[config.mk]
export PLATFORM = sky130hd
export DESIGN_NAME = pdc_stage
export DESIGN_NICKNAME = d
export VERILOG_FILES = /design/src/design/pdc_pkg.sv /design/src/design/pdc_stage.sv
export SDC_FILE = /design/constraint.sdc
export NUM_CORES = 1
export LEC_CHECK = 0
export BUFFER_PORTS_ARGS = -buffer_cell sky130_fd_sc_hd__clkbuf_2
export CAP_MARGIN = 20
export CORE_MARGIN = 2
export CORE_UTILIZATION = 40
export CTS_BUF_LIST = sky130_fd_sc_hd__clkbuf_16
export DETAILED_ROUTE_END_ITERATION = 8
export GPL_TIMING_DRIVEN = 0
export PLACE_DENSITY_LB_ADDON = 0.25
export SLEW_MARGIN = 20
export SYNTH_ARGS = -nofsm -noshare
export SYNTH_HDL_FRONTEND = slang
export SYNTH_SLANG_ARGS = --single-unit
[constraint.sdc]
create_clock -name pclk -period 4.9 [get_ports pclk]
set_input_delay 0.245 -clock pclk [delete_from_list [all_inputs] [get_ports pclk]]
set_output_delay 0.245 -clock pclk [all_outputs]
set_load 0.01 [all_outputs]
[src/design/pdc_pkg.sv]
// Package with register map, field layouts and carrier types for the PWM dead-time and carrier output stage.
// Contract
// - A one-time force changes the selected output immediately when software fires it.
// - After a one-time force, the next timing event lets the generator drive again.
// - A held force keeps its level, ignoring the generator, until software releases it.
// - A held force starts either on a timing event or at once, by configuration.
// - Both outputs can be made from input A alone, with rise and fall delays.
// - Nine independent switches S0 to S8; every combination of them works.
// - S0/S1 bypass B/A, S2/S3 invert, S4/S5 pick sources, S6/S7 swap, S8 mode.
// - Both bypasses set: both inputs pass unchanged and undelayed, inversion ignored.
// - Bypasses clear: invert pairs 01, 10, 00, 11 give the four polarity modes.
// - Only A bypassed: A passes undelayed, B is A with fall delay.
// - Only B bypassed: A is A with rise delay, B passes undelayed.
// - Typical modes use input A for both delay paths, S4 to S8 zero.
// - Rise and fall delays are programmed independently.
// - Each delay is sixteen bits, counted in delay clock periods.
// - The delay clock is the PWM clock or the timer clock, by configuration.
// - Delay values are shadowed and take effect only at the shadow update.
// - Carrier clock is the PWM clock divided by a prescale; a duty field sets duty.
// - First carrier pulse lasts 8 times (prescale+1) times (width+1) PWM clocks.
// - After the first pulse, narrower sustaining pulses follow for the rest of the pulse.
// - One enable bit turns the carrier on; when off the signal passes unmodulated.
// - Sustaining duty is the three-bit field at bits 7 to 5, divided by eight.
package pdc_pkg;

	localparam logic [7:0]  OFS_FORCE    = 8'h00;
	localparam logic [7:0]  OFS_DT_CFG   = 8'h04;
	localparam logic [7:0]  OFS_RISE     = 8'h08;
	localparam logic [7:0]  OFS_FALL     = 8'h0C;
	localparam logic [7:0]  OFS_CHOP     = 8'h10;
	localparam logic [7:0]  OFS_STATUS   = 8'h14;
	localparam logic [7:0]  OFS_ACTIVE   = 8'h18;

	// Force register fields.
	localparam int          FRC_A_HELD_EN  = 0;
	localparam int          FRC_A_HELD_LVL = 1;
	localparam int          FRC_B_HELD_EN  = 2;
	localparam int          FRC_B_HELD_LVL = 3;
	localparam int          FRC_ON_EVENT   = 4;
	localparam int          FRC_A_ONCE_LVL = 5;
	localparam int          FRC_B_ONCE_LVL = 6;
	localparam int          FRC_A_ONCE_GO  = 8;
	localparam int          FRC_B_ONCE_GO  = 9;
	localparam logic [6:0]  RST_FORCE      = 7'h00;

	localparam int          DLY_W          = 16;
	localparam logic [15:0] RST_DELAY      = 16'h0000;
	localparam logic [9:0]  RST_DT_CFG     = 10'h000;
	localparam int          DELAY_CLOCK_SEL_BIT = 9;
	localparam logic [11:0] RST_CHOP       = 12'h000;
	localparam logic [2:0]  CHOP_PHASE_MAX = 3'h7;
	localparam int          FIRST_UNIT_LOG = 3;

	// Bit i of this struct is switch Si.
	typedef struct packed {
		logic dual_edge_b_mode;
		logic b_output_swap;
		logic a_output_swap;
		logic fall_path_source;
		logic rise_path_source;
		logic fall_path_invert;
		logic rise_path_invert;
		logic a_path_bypass;
		logic b_path_bypass;
	} pdc_switch_t;

	// Carrier configuration word, bits 11:8, 7:5, 4:1 and 0.
	typedef struct packed {
		logic [3:0] first_pulse_width;
		logic [2:0] chop_duty;
		logic [3:0] chop_divider;
		logic       chop_enable;
	} pdc_chop_t;

endpackage

[src/design/pdc_stage.sv]
// Output stage of one PWM operator: software force, dead-time switches and carrier chopping.
//
// The implementer's own choices: the address map and the APB interface to the registers.
`timescale 1ns/1ps
module pdc_stage (
	// Clock and reset.
	input  wire logic        pclk,
	input  wire logic        presetn,
	// APB slave.
	input  wire logic        psel,
	input  wire logic        penable,
	input  wire logic        pwrite,
	input  wire logic [7:0]  paddr,
	input  wire logic [31:0] pwdata,
	output logic [31:0]      prdata,
	output logic             pready,
	output logic             pslverr,
	// Generator side, same clock.
	input  wire logic        gen_a,
	input  wire logic        gen_b,
	input  wire logic        timing_event,
	input  wire logic        timer_tick,
	input  wire logic        shadow_update,
	// Gate driver side.
	output logic             out_a,
	output logic             out_b
);

	logic [6:0]               force_cfg_reg;
	pdc_pkg::pdc_switch_t     sw_reg;
	logic                     delay_clock_sel_reg;
	logic [pdc_pkg::DLY_W-1:0] rise_shadow_reg;
	logic [pdc_pkg::DLY_W-1:0] fall_shadow_reg;
	logic [pdc_pkg::DLY_W-1:0] rise_active_reg;
	logic [pdc_pkg::DLY_W-1:0] fall_active_reg;
	pdc_pkg::pdc_chop_t       chop_reg;
	logic [1:0]               held_on_reg;
	logic [1:0]               held_pend_reg;
	logic [1:0]               once_on_reg;
	logic [1:0]               forced_reg;
	logic [1:0]               dly_q_reg;
	logic [pdc_pkg::DLY_W-1:0] dly_cnt_reg [2];
	logic [1:0]               prev_sig_reg;
	logic [3:0]               pre_cnt_reg [2];
	logic [2:0]               phase_reg [2];
	logic [11:0]              first_cnt_reg [2];

	logic                     wr_en;
	logic                     rd_setup;
	logic                     addr_ok;
	logic [31:0]              rd_data;
	logic [1:0]               gen_in;
	logic [1:0]               held_en_w;
	logic [1:0]               held_lvl;
	logic [1:0]               once_lvl;
	logic [1:0]               once_go;
	logic                     dt_tick;
	logic [1:0]               dly_in;
	logic [1:0]               dly_out;
	logic                     mix_a;
	logic                     mix_b;
	logic [1:0]               sig;
	logic [1:0]               chop_out;
	logic [11:0]              first_len;

	// Length of the first carrier pulse in PWM clocks.
	function automatic logic [11:0] first_pulse_len(input logic [3:0] width, input logic [3:0] div);
		logic [11:0] prod;
		prod = ({8'h00, width} + 12'h001) * ({8'h00, div} + 12'h001);
		return prod << pdc_pkg::FIRST_UNIT_LOG;
	endfunction

	// Register bus: zero wait states, read data prepared during the setup phase.
	assign wr_en    = psel && penable && pwrite;
	assign rd_setup = psel && !penable;
	assign addr_ok  = (paddr == pdc_pkg::OFS_FORCE) || (paddr == pdc_pkg::OFS_DT_CFG) ||
	                  (paddr == pdc_pkg::OFS_RISE) || (paddr == pdc_pkg::OFS_FALL) ||
	                  (paddr == pdc_pkg::OFS_CHOP) || (paddr == pdc_pkg::OFS_STATUS) ||
	                  (paddr == pdc_pkg::OFS_ACTIVE);

	always_comb begin
		rd_data = 32'h0000_0000;
		case (paddr)
			pdc_pkg::OFS_FORCE:  rd_data = {25'h0, force_cfg_reg};
			pdc_pkg::OFS_DT_CFG: rd_data = {22'h0, delay_clock_sel_reg, sw_reg};
			pdc_pkg::OFS_RISE:   rd_data = {16'h0, rise_shadow_reg};
			pdc_pkg::OFS_FALL:   rd_data = {16'h0, fall_shadow_reg};
			pdc_pkg::OFS_CHOP:   rd_data = {20'h0, chop_reg};
			pdc_pkg::OFS_STATUS: rd_data = {24'h0, held_pend_reg, once_on_reg, held_on_reg, out_b, out_a};
			pdc_pkg::OFS_ACTIVE: rd_data = {fall_active_reg, rise_active_reg};
			default:             rd_data = 32'h0000_0000;
		endcase
	end

	always_ff @(posedge pclk or negedge presetn) begin
		if (!presetn) begin
			prdata  <= 32'h0000_0000;
			pslverr <= 1'b0;
			pready  <= 1'b0;
		end else begin
			pready <= 1'b1;
			if (rd_setup) begin
				prdata  <= pwrite ? 32'h0000_0000 : rd_data;
				pslverr <= !addr_ok;
			end
		end
	end

	always_ff @(posedge pclk or negedge presetn) begin
		if (!presetn) begin
			force_cfg_reg   <= pdc_pkg::RST_FORCE;
			sw_reg          <= pdc_pkg::RST_DT_CFG[8:0];
			delay_clock_sel_reg  <= pdc_pkg::RST_DT_CFG[pdc_pkg::DELAY_CLOCK_SEL_BIT];
			rise_shadow_reg <= pdc_pkg::RST_DELAY;
			fall_shadow_reg <= pdc_pkg::RST_DELAY;
			chop_reg        <= pdc_pkg::RST_CHOP;
		end else if (wr_en && pready) begin
			case (paddr)
				pdc_pkg::OFS_FORCE:  force_cfg_reg <= pwdata[6:0];
				pdc_pkg::OFS_DT_CFG: begin
					sw_reg         <= pwdata[8:0];
					delay_clock_sel_reg <= pwdata[pdc_pkg::DELAY_CLOCK_SEL_BIT];
				end
				pdc_pkg::OFS_RISE:   rise_shadow_reg <= pwdata[15:0];
				pdc_pkg::OFS_FALL:   fall_shadow_reg <= pwdata[15:0];
				pdc_pkg::OFS_CHOP:   chop_reg <= pwdata[11:0];
				default:             ;
			endcase
		end
	end

	// Active delays move only at the operator's shadow update.
	always_ff @(posedge pclk or negedge presetn) begin
		if (!presetn) begin
			rise_active_reg <= pdc_pkg::RST_DELAY;
			fall_active_reg <= pdc_pkg::RST_DELAY;
		end else if (shadow_update) begin
			rise_active_reg <= rise_shadow_reg;
			fall_active_reg <= fall_shadow_reg;
		end
	end

	// Software force, channel 0 is A and channel 1 is B.
	assign gen_in    = {gen_b, gen_a};
	assign held_en_w = {pwdata[pdc_pkg::FRC_B_HELD_EN], pwdata[pdc_pkg::FRC_A_HELD_EN]};
	assign held_lvl  = {force_cfg_reg[pdc_pkg::FRC_B_HELD_LVL], force_cfg_reg[pdc_pkg::FRC_A_HELD_LVL]};
	assign once_lvl  = {force_cfg_reg[pdc_pkg::FRC_B_ONCE_LVL], force_cfg_reg[pdc_pkg::FRC_A_ONCE_LVL]};
	assign once_go   = (wr_en && pready && paddr == pdc_pkg::OFS_FORCE) ?
	                   {pwdata[pdc_pkg::FRC_B_ONCE_GO], pwdata[pdc_pkg::FRC_A_ONCE_GO]} : 2'b00;

	for (genvar c = 0; c < 2; c++) begin : g_force
		logic frc_wr;
		assign frc_wr = wr_en && pready && (paddr == pdc_pkg::OFS_FORCE);

		always_ff @(posedge pclk or negedge presetn) begin
			if (!presetn) begin
				held_on_reg[c]   <= 1'b0;
				held_pend_reg[c] <= 1'b0;
			end else if (frc_wr) begin
				// Release is always immediate; the trigger choice applies to starting only.
				held_on_reg[c]   <= held_en_w[c] && !pwdata[pdc_pkg::FRC_ON_EVENT];
				held_pend_reg[c] <= held_en_w[c] && pwdata[pdc_pkg::FRC_ON_EVENT];
			end else if (held_pend_reg[c] && timing_event) begin
				held_on_reg[c]   <= 1'b1;
				held_pend_reg[c] <= 1'b0;
			end
		end

		// A fresh force fired in the same cycle as a timing event survives it.
		always_ff @(posedge pclk or negedge presetn) begin
			if (!presetn) begin
				once_on_reg[c] <= 1'b0;
			end else if (once_go[c]) begin
				once_on_reg[c] <= 1'b1;
			end else if (timing_event) begin
				once_on_reg[c] <= 1'b0;
			end
		end

		always_ff @(posedge pclk or negedge presetn) begin
			if (!presetn) begin
				forced_reg[c] <= 1'b0;
			end else if (held_on_reg[c]) begin
				forced_reg[c] <= held_lvl[c];
			end else if (once_go[c]) begin
				forced_reg[c] <= pwdata[pdc_pkg::FRC_A_ONCE_LVL + c];
			end else if (once_on_reg[c] && !timing_event) begin
				forced_reg[c] <= once_lvl[c];
			end else begin
				forced_reg[c] <= gen_in[c];
			end
		end
	end

	// Delay paths: index 0 delays rising edges, index 1 delays falling edges.
	assign dt_tick   = delay_clock_sel_reg ? timer_tick : 1'b1;
	assign dly_in[0] = sw_reg.rise_path_source ? forced_reg[1] : forced_reg[0];
	assign dly_in[1] = sw_reg.dual_edge_b_mode ? dly_q_reg[0] :
	                   (sw_reg.fall_path_source ? forced_reg[1] : forced_reg[0]);

	for (genvar d = 0; d < 2; d++) begin : g_delay
		localparam logic EDGE_LVL = (d == 0) ? 1'b1 : 1'b0;
		logic [pdc_pkg::DLY_W-1:0] limit;
		assign limit = (d == 0) ? rise_active_reg : fall_active_reg;

		// An edge is passed once the input has held the new level for limit delay clocks.
		always_ff @(posedge pclk or negedge presetn) begin
			if (!presetn) begin
				dly_q_reg[d]   <= 1'b0;
				dly_cnt_reg[d] <= pdc_pkg::RST_DELAY;
			end else if (dly_in[d] != EDGE_LVL) begin
				dly_q_reg[d]   <= dly_in[d];
				dly_cnt_reg[d] <= pdc_pkg::RST_DELAY;
			end else if (dly_q_reg[d] != EDGE_LVL) begin
				if (dly_cnt_reg[d] >= limit) begin
					dly_q_reg[d] <= EDGE_LVL;
				end else if (dt_tick) begin
					dly_cnt_reg[d] <= dly_cnt_reg[d] + 16'h0001;
				end
			end
		end
	end

	// Inversion, bypass, then swap ahead of the carrier.
	assign dly_out[0] = dly_q_reg[0] ^ sw_reg.rise_path_invert;
	assign dly_out[1] = dly_q_reg[1] ^ sw_reg.fall_path_invert;
	assign mix_a      = sw_reg.a_path_bypass ? forced_reg[0] : dly_out[0];
	assign mix_b      = sw_reg.b_path_bypass ? forced_reg[1] : dly_out[1];
	assign sig[0]     = sw_reg.a_output_swap ? mix_b : mix_a;
	assign sig[1]     = sw_reg.b_output_swap ? mix_a : mix_b;
	assign first_len  = first_pulse_len(chop_reg.first_pulse_width, chop_reg.chop_divider);

	// Carrier: each channel restarts its own train on its own rising edge.
	for (genvar c = 0; c < 2; c++) begin : g_chop
		logic rise_edge;
		logic chop_tick;
		logic first_on;
		assign rise_edge   = sig[c] && !prev_sig_reg[c];
		assign chop_tick   = (pre_cnt_reg[c] == chop_reg.chop_divider);
		assign first_on    = rise_edge || (first_cnt_reg[c] != 12'h000);
		assign chop_out[c] = sig[c] && (first_on || (phase_reg[c] < chop_reg.chop_duty));

		always_ff @(posedge pclk or negedge presetn) begin
			if (!presetn) begin
				prev_sig_reg[c]  <= 1'b0;
				pre_cnt_reg[c]   <= 4'h0;
				phase_reg[c]     <= 3'h0;
				first_cnt_reg[c] <= 12'h000;
			end else begin
				prev_sig_reg[c] <= sig[c];
				if (rise_edge) begin
					pre_cnt_reg[c]   <= 4'h0;
					phase_reg[c]     <= 3'h0;
					first_cnt_reg[c] <= first_len - 12'h001;
				end else begin
					pre_cnt_reg[c] <= chop_tick ? 4'h0 : pre_cnt_reg[c] + 4'h1;
					if (chop_tick) begin
						phase_reg[c] <= (phase_reg[c] == pdc_pkg::CHOP_PHASE_MAX) ? 3'h0 : phase_reg[c] + 3'h1;
					end
					if (first_cnt_reg[c] != 12'h000) begin
						first_cnt_reg[c] <= first_cnt_reg[c] - 12'h001;
					end
				end
			end
		end
	end

	always_ff @(posedge pclk or negedge presetn) begin
		if (!presetn) begin
			out_a <= 1'b0;
			out_b <= 1'b0;
		end else begin
			out_a <= chop_reg.chop_enable ? chop_out[0] : sig[0];
			out_b <= chop_reg.chop_enable ? chop_out[1] : sig[1];
		end
	end
endmodule // pdc_stage

==> impl_metrics.csv, run 1 <==
group,metric,value,unit
run_status,status,"completed",
logic_synthesis,synthMuxAreaShare,0.0807,
floorplanning,pin_count,86,
timing,finalSetupViolations,0,
placed_design,dp_hpwl,22200,um
logic_synthesis,synth_ff_type,"dfrtp_1",
logic_synthesis,yosysWarnings,0,
logic_synthesis,netlist_top_cells_area,"dfrtp_1 (46%), ha_1 (7.2%), mux2_2 (5.6%), nand2_1 (4.0%), o21ai_0 (3.2%)",
final_layout,drive_above_1_share,0.168,
grt,grt_pass1_vias,8757,
floorplanning,dieArea,29900,um2
power,p_sw_frac,0.277,
clock_network,cts_buffers,24,
power,pwr-share-clk,0.403,
logic_synthesis,postSynthCellCount,1129,
placed_design,place_inst,1576,
worst_setup_path,cp_max_fo,5,
power,power.density,325,nW/um2
clock_network,cts_tree,"done",
worst_setup_path,critPathKind,"flip-flop to flip-flop",
timing,final.period_utilization,0.937,
power,switchingPower,1190,uW
final_layout,area_growth,15.5,%
logic_synthesis,synthArstFlopShare,1.00,
worst_setup_path,cp-end-kind,"flip-flop",
power,p_leak,0.00616,uW
power,internal-power,3110,uW
timing,max_slew_margin,0.233,
clock_network,root_buffer,"clkbuf_16",
grt,grt_antenna_before_repair,2,
logic_synthesis,synth_xor_area_frac,0.0368,
logic_synthesis,synthAdderAreaFrac,0.0863,
logic_synthesis,synth-seq-cells,211,
logic_synthesis,yosys.area_share.simple,0.157,
min_path,hold_class,"input pin to flip-flop",
final_layout,final_cells,1627,
floorplanning,die_x,173,um
power,combPwrFrac,0.136,
floorplanning,coreArea,27900,um2
detailed_routing,drt-pass1-iter-count,5,
floorplanning,fp.dieH,173,um
power,fin_total_pwr,4300,uW
timing,skew,26.2,ps
clock_network,cts_max_path_buffers,3,
logic_synthesis,synth_top_area_frac,0.462,
detailed_routing,drtIter0Drc,688,
worst_setup_path,start_kind,"flip-flop",
timing,slew_violations,0,
detailed_routing,drtAntennaViolNets,0,
worst_setup_path,arrival,4970,ps
detailed_routing,wl_per_cell,18.6,um
power,seqPwrFrac,0.462,
power,irDropWorstVdd,0.245,mV
placed_design,gp_congestion,0.853,
grt,grt.total_usage,0.202,
detailed_routing,route.final.wire_length,30200,um
floorplanning,initial_core_util,0.409,
timing,hold_violations,0,
grt,grt_pass1_wl,48600,um
placed_design,io_buffers,67,
logic_synthesis,synth_top_family_by_area,"simple AND/OR/NAND/NOR gates",
logic_synthesis,synth-edff-count,0,
timing,rsz0062_at_grt,"no",
logic_synthesis,ys_seq_area_frac,0.462,
detailed_routing,vias_per_cell,5.44,
clock_network,cts.sinks,211,
grt,overflow,0,
timing,max_freq,218,MHz
clock_network,clkTransAtPathRegs,60,ps
logic_synthesis,synthDistinctLibCells,69,
final_layout,final_nets,1359,
timing,tightest_slew,1140,ps
grt,grt_max_degree,88,
timing,fin_crit,4590,ps
logic_synthesis,syn_nets,1253,
detailed_routing,drc,0,
flow_run,max_cap_viol_count,0,
detailed_routing,via_count,8858,
worst_setup_path,worst_ep_required_time,5280,ps
floorplanning,rows,61,
logic_synthesis,synth-compound-area-share,0.140,
logic_synthesis,synth_area_leader_cell,"dfrtp_1",
logic_synthesis,syn_area_per_cell,10.1,um2
clock_network,clock_latency,540,ps
clock_network,htree_num_levels,1,
logic_synthesis,netlist_area,11400,um2
stage by stage:
step	hold WS, ps	instance area (um2)	setup TNS [ps]	setup WS [ps]	util
finish	47.8	13200	0	309	0.473
global route	62.0	13200	0	52.1	0.473
CTS	33.4	13100	0	40.5	0.470
detailed placement	226	12300	0	65.3	0.440
global placement	448	12200	-154700	-751	0.438
floorplan	-50.6	11400	0	557	-
worst max-delay path, cell delays in order, from the launching register on:
cell,delay [ps]
dfrtp_2,450
ha_1,240
xnor2_2,180
or2_2,320
fa_1,460
fa_1,520
fa_1,540
inv_1,40
ha_1,330
o21ai_0,130
or4b_2,630
o2111ai_2,130
nor4_1,110
xnor2_1,250
mux2i_1,110
metal layers:
layer / wire length [um] / vias to the layer above / global-route usage / share of wire
li1: - / 4245 / - / -
met1: 14400 / 4391 / 0.286 / 0.48
met2: 13900 / 183 / 0.329 / 0.46
met3: 1400 / 39 / 0.0290 / 0.046
met4: 559 / 0 / 0.0427 / 0.019
met5: 0 / - / 0 / 0
layout by cell type (no fill, tap or decap), types with 10 or more instances in the layout:
master / count
clkbuf_2: 66
and3_1: 11
nand2b_1: 15
nand3_1: 30
nand4_1: 17
a22o_1: 23
nor3_1: 15
xnor2_1: 30
mux2i_1: 28
or4_1: 15
ha_1: 65
dfrtp_1: 206
nor2_1: 75
a22oi_1: 13
mux2_2: 57
inv_1: 66
o21ai_0: 72
or3_1: 16
nand2_1: 121
clkbuf_1: 30
xor2_1: 15
a21oi_1: 56
clkbuf_16: 24
o211ai_1: 10
a21o_1: 10
o31ai_1: 12
worst paths after layout:
kind,from,to,slack [ps],cells after the start
worst max-delay path,chop_reg[9]$_DFFE_PN0P_,first_cnt_reg[23]$_DFFE_PN0N_,310,14
worst min-delay path,pwdata[1],force_cfg_reg[1]$_DFFE_PN0P_,50,3
worst max register to register,chop_reg[9]$_DFFE_PN0P_,first_cnt_reg[23]$_DFFE_PN0N_,310,14
worst min register to register,prev_sig_reg[0]$_DFF_PN0_,out_a$_DFF_PN0_,480,1
max in group asynchronous,presetn,dly_cnt_reg[31]$_DFFE_PN0P_,3900,3
min in group asynchronous,presetn,pre_cnt_reg[7]$_DFF_PN0_,230,2
power groups by stage:
stage / clock, uW / combinational, uW / sequential (uW)
global route: 1840 / 665 / 2000
detailed placement: 0 / 578 / 2010
CTS: 1770 / 587 / 1980
finish: 1730 / 582 / 1980
global placement: 0 / 547 / 2010
floorplan: 0 / 406 / 1980
synthesized netlist by cell type, types with 11 or more instances:
cell type / n
or3_1: 16
nand2_1: 121
mux2i_1: 28
inv_1: 62
nand3_1: 31
xnor2_1: 32
and3_1: 11
a22o_1: 23
clkbuf_1: 32
xor2_1: 16
nor3_1: 15
a22oi_1: 13
or4_1: 15
nand4_1: 17
o31ai_1: 12
dfrtp_1: 211
a21oi_1: 56
nor2_1: 75
nand2b_1: 15
mux2_2: 57
ha_1: 66
o21ai_0: 72
what timing repair did:
| action | CTS | global route |
|---|---|---|
| endpoints found under the hold margin | 60 | 0 |
| hold buffers | 9 | 0 |
| endpoints found under the setup margin | 0 | 6 |
| gates resized for setup | 0 | 11 |
| setup buffers | 0 | 4 |
layout make-up:
type                    count  area (um2)
repair buffers             82         519
flip-flops and latches    211        5290
clock buffers              24         601
fillers                  2683       14700
plain buffers              43         184
multi-input cells         811        5760
well taps                 378         473
inverters                  62         233
diodes                      2        5.00
clock inverters            14         144
kinds of logic (layout without fill, tap and decap cells):
kind of cell	after synthesis	count (layout)
muxes	85	85
and+or+nand+nor	359	359
other	1	3
AOI/OAI and AO/OA	244	244
adders and majority gates	74	74
DFF	211	211
xor gates and xnor gates	48	48
buffers and inverters	107	225
Note: power is estimated with default switching activity, not from simulation.
==> inputs of run 2 (changes only) <==
--- a/config.mk
+++ b/config.mk
@@ -7,6 +7,7 @@
 export LEC_CHECK = 0
 export BUFFER_PORTS_ARGS = -buffer_cell sky130_fd_sc_hd__clkbuf_2
 export CAP_MARGIN = 20
+export CORE_ASPECT_RATIO = 2
 export CORE_MARGIN = 2
 export CORE_UTILIZATION = 40
 export CTS_BUF_LIST = sky130_fd_sc_hd__clkbuf_16
==> constraint.sdc (replaced) <==
create_clock -name pclk -period 4.8 [get_ports pclk]
set_input_delay 0.24 -clock pclk [delete_from_list [all_inputs] [get_ports pclk]]
set_output_delay 0.24 -clock pclk [all_outputs]
set_load 0.01 [all_outputs]
==> run 2 against run 1 <==
Compared with the run above: first-iteration DRC count fell by 19%; critical path depth grew 1; largest power group unchanged; combinational power increased by 3%; die area increased by 0.27%; largest cell class unchanged; via count up 1.8%; clock skew shrank 13 ps; worst hold slack worse by 16 ps; non-clock buffer count is 5 lower; routed wire length increased by 6.8%.
==> impl_metrics.csv, run 2 (synthesized netlist as in run 1, its figures left out) <==
group,metric,value,unit
final_layout,register_area,5280,um2
worst_setup_path,worst_ep_required_time,5170,ps
min_path,hp-start,"pwdata[4]",
timing,holdWs,31.5,ps
timing,fin_crit,4600,ps
run_status,status,"completed",
clock_network,cts.sinks,211,
placed_design,gp_congestion,0.899,
power,internal-power,2960,uW
power,combPwrFrac,0.143,
power,power.density,319,nW/um2
floorplanning,dieArea,30000,um2
timing,max_freq,217,MHz
clock_network,clock_latency,510,ps
final_layout,multi_input_area,5790,um2
power,p_sw_frac,0.289,
worst_setup_path,critPathKind,"flip-flop to flip-flop",
worst_setup_path,worstReg2RegStart,"chop_reg[2]$_DFFE_PN0P_",
flow_run,max_cap_viol_count,0,
final_layout,area_growth,14.0,%
timing,finalSetupTns,0,ps
clock_network,root_buffer,"clkbuf_16",
final_layout,mostFrequentLayoutCells,"dfrtp_1 (208), nand2_1 (121), nor2_1 (75), o21ai_0 (71), clkbuf_2 (66)",
worst_setup_path,crit_start,"chop_reg[2]$_DFFE_PN0P_",
grt,overflow,0,
placed_design,pre_cts_ws,-316,ps
placed_design,place_inst,1554,
power,irDropWorstVdd,0.251,mV
power,p_leak,0.00606,uW
final_layout,nFillCells,2684,
floorplanning,fp.dieH,243,um
detailed_routing,drt-pass1-iter-count,5,
detailed_routing,via_count,9014,
detailed_routing,vias_per_cell,5.65,
detailed_routing,drc,0,
floorplanning,rows,87,
timing,slew_violations,0,
detailed_routing,drtAntennaViolNets,0,
timing,tightest_slew,1120,ps
timing,hold_violations,0,
clock_network,cts_max_path_buffers,3,
floorplanning,pin_count,86,
power,switchingPower,1200,uW
timing,skew,13.6,ps
clock_network,cts_tree,"done",
floorplanning,die_x,124,um
timing,max_slew_margin,0.247,
min_path,hold_class,"input pin to flip-flop",
worst_setup_path,cpPeakStageDelay,640,ps
worst_setup_path,cp_max_fo,6,
final_layout,drive_above_1_share,0.169,
grt,grt_pass1_vias,9111,
power,pwr-share-clk,0.370,
worst_setup_path,crit_chain,"ha_2, nand3_2, or2_2, fa_1, fa_1, fa_1, inv_1, ha_4, o21ai_1, or4b_2, o2111ai_2, nor4_2, xnor2_2, buf_4, mux2i_1",
detailed_routing,wl_per_cell,20.2,um
worst_setup_path,start_kind,"flip-flop",
worst_setup_path,cp_common_cell,"fa_1",
grt,grt.total_usage,0.219,
clock_network,cts_buffers,21,
floorplanning,initial_core_util,0.405,
timing,final.period_utilization,0.959,
worst_setup_path,cp-end-kind,"flip-flop",
floorplanning,coreArea,28200,um2
final_layout,final_nets,1351,
grt,grt_max_degree,88,
worst_setup_path,crit_slowest_cell,"or4b_2",
worst_setup_path,arrival,4970,ps
grt,grt_pass1_wl,50200,um
final_layout,final_cells,1596,
power,seqPwrFrac,0.487,
placed_design,io_buffers,67,
final_layout,insertedDiodeCount,0,
final_layout,final_common_cell,"dfrtp_1",
timing,finalSetupViolations,0,
detailed_routing,drtIter0Drc,555,
grt,grt_antenna_before_repair,0,
power,fin_total_pwr,4160,uW
clock_network,htree_num_levels,1,
detailed_routing,route.final.wire_length,32300,um
timing,timing.final.ws_setup,196,ps
placed_design,dp_hpwl,25400,um
clock_network,clkTransAtPathRegs,70,ps
timing,rsz0062_at_grt,"no",
[run 2: final timing paths]
| path | endpoint | slack [ps] | cells past startpoint |
|---|---|---|---|
| worst max register to register | first_cnt_reg[23]$_DFFE_PN0N_ | 200 | 15 |
| worst max-delay path | first_cnt_reg[23]$_DFFE_PN0N_ | 200 | 15 |
| max in group asynchronous | dly_cnt_reg[3]$_DFFE_PN0P_ | 3800 | 3 |
| min in group asynchronous | fall_shadow_reg[14]$_DFFE_PN0P_ | 220 | 2 |
| worst min register to register | force_cfg_reg[2]$_DFFE_PN0P_ | 470 | 2 |
| worst min-delay path | held_pend_reg[0]$_DFFE_PN0P_ | 30 | 3 |
[run 2: layer usage]
layer / track usage / wire [um] / vias up
met3: 0.0235 / 925 / 91
met1: 0.208 / 10600 / 4498
li1: - / - / 4223
met2: 0.424 / 18500 / 202
met5: 0 / 0 / -
met4: 0.141 / 2280 / 0
[run 2: what timing repair did]
item | in CTS | in global routing
gates resized for setup | 5 | 10
setup buffers | 1 | 2
hold buffers | 5 | 0
pin swaps | 1 | 1
endpoints found under the hold margin | 48 | 0
setup endpoints to repair | 4 | 6
[run 2: power by group through the flow]
| stage | registers [uW] | logic [uW] | clock network, uW |
|---|---|---|---|
| after detailed placement | 2060 | 597 | 0 |
| final | 2030 | 597 | 1540 |
| after global placement | 2050 | 568 | 0 |
| after global routing | 2050 | 685 | 1630 |
| after floorplan | 2020 | 414 | 0 |
| after CTS | 2030 | 605 | 1570 |
[run 2: per-stage QoR]
stage                     utilization  instance area, um2
after floorplan                     -               11400
after global placement          0.433               12200
after detailed placement        0.435               12300
after CTS                       0.460               13000
after global routing            0.462               13000
final                           0.462               13000
[run 2: worst max-delay path: cells and delay by family (launching register included)]
family,cells,cell delay [ps]
buffers and inverters,2,220
flip-flops,1,450
adder cells (fa/ha/maj),5,2130
AND/OR/NAND/NOR,4,1210
multiplexers,1,70
AO/OA/AOI/OAI,2,230
XOR/XNOR,1,150
[run 2: layout make-up]
class	instances	area share
buffer	43	0.0143
clock buffer	21	0.0403
clock inverter	15	0.00711
inverter	62	0.0179
multi-input combinational	811	0.444
sequential	211	0.406
tap	356	0.0342
timing repair buffer	77	0.0362
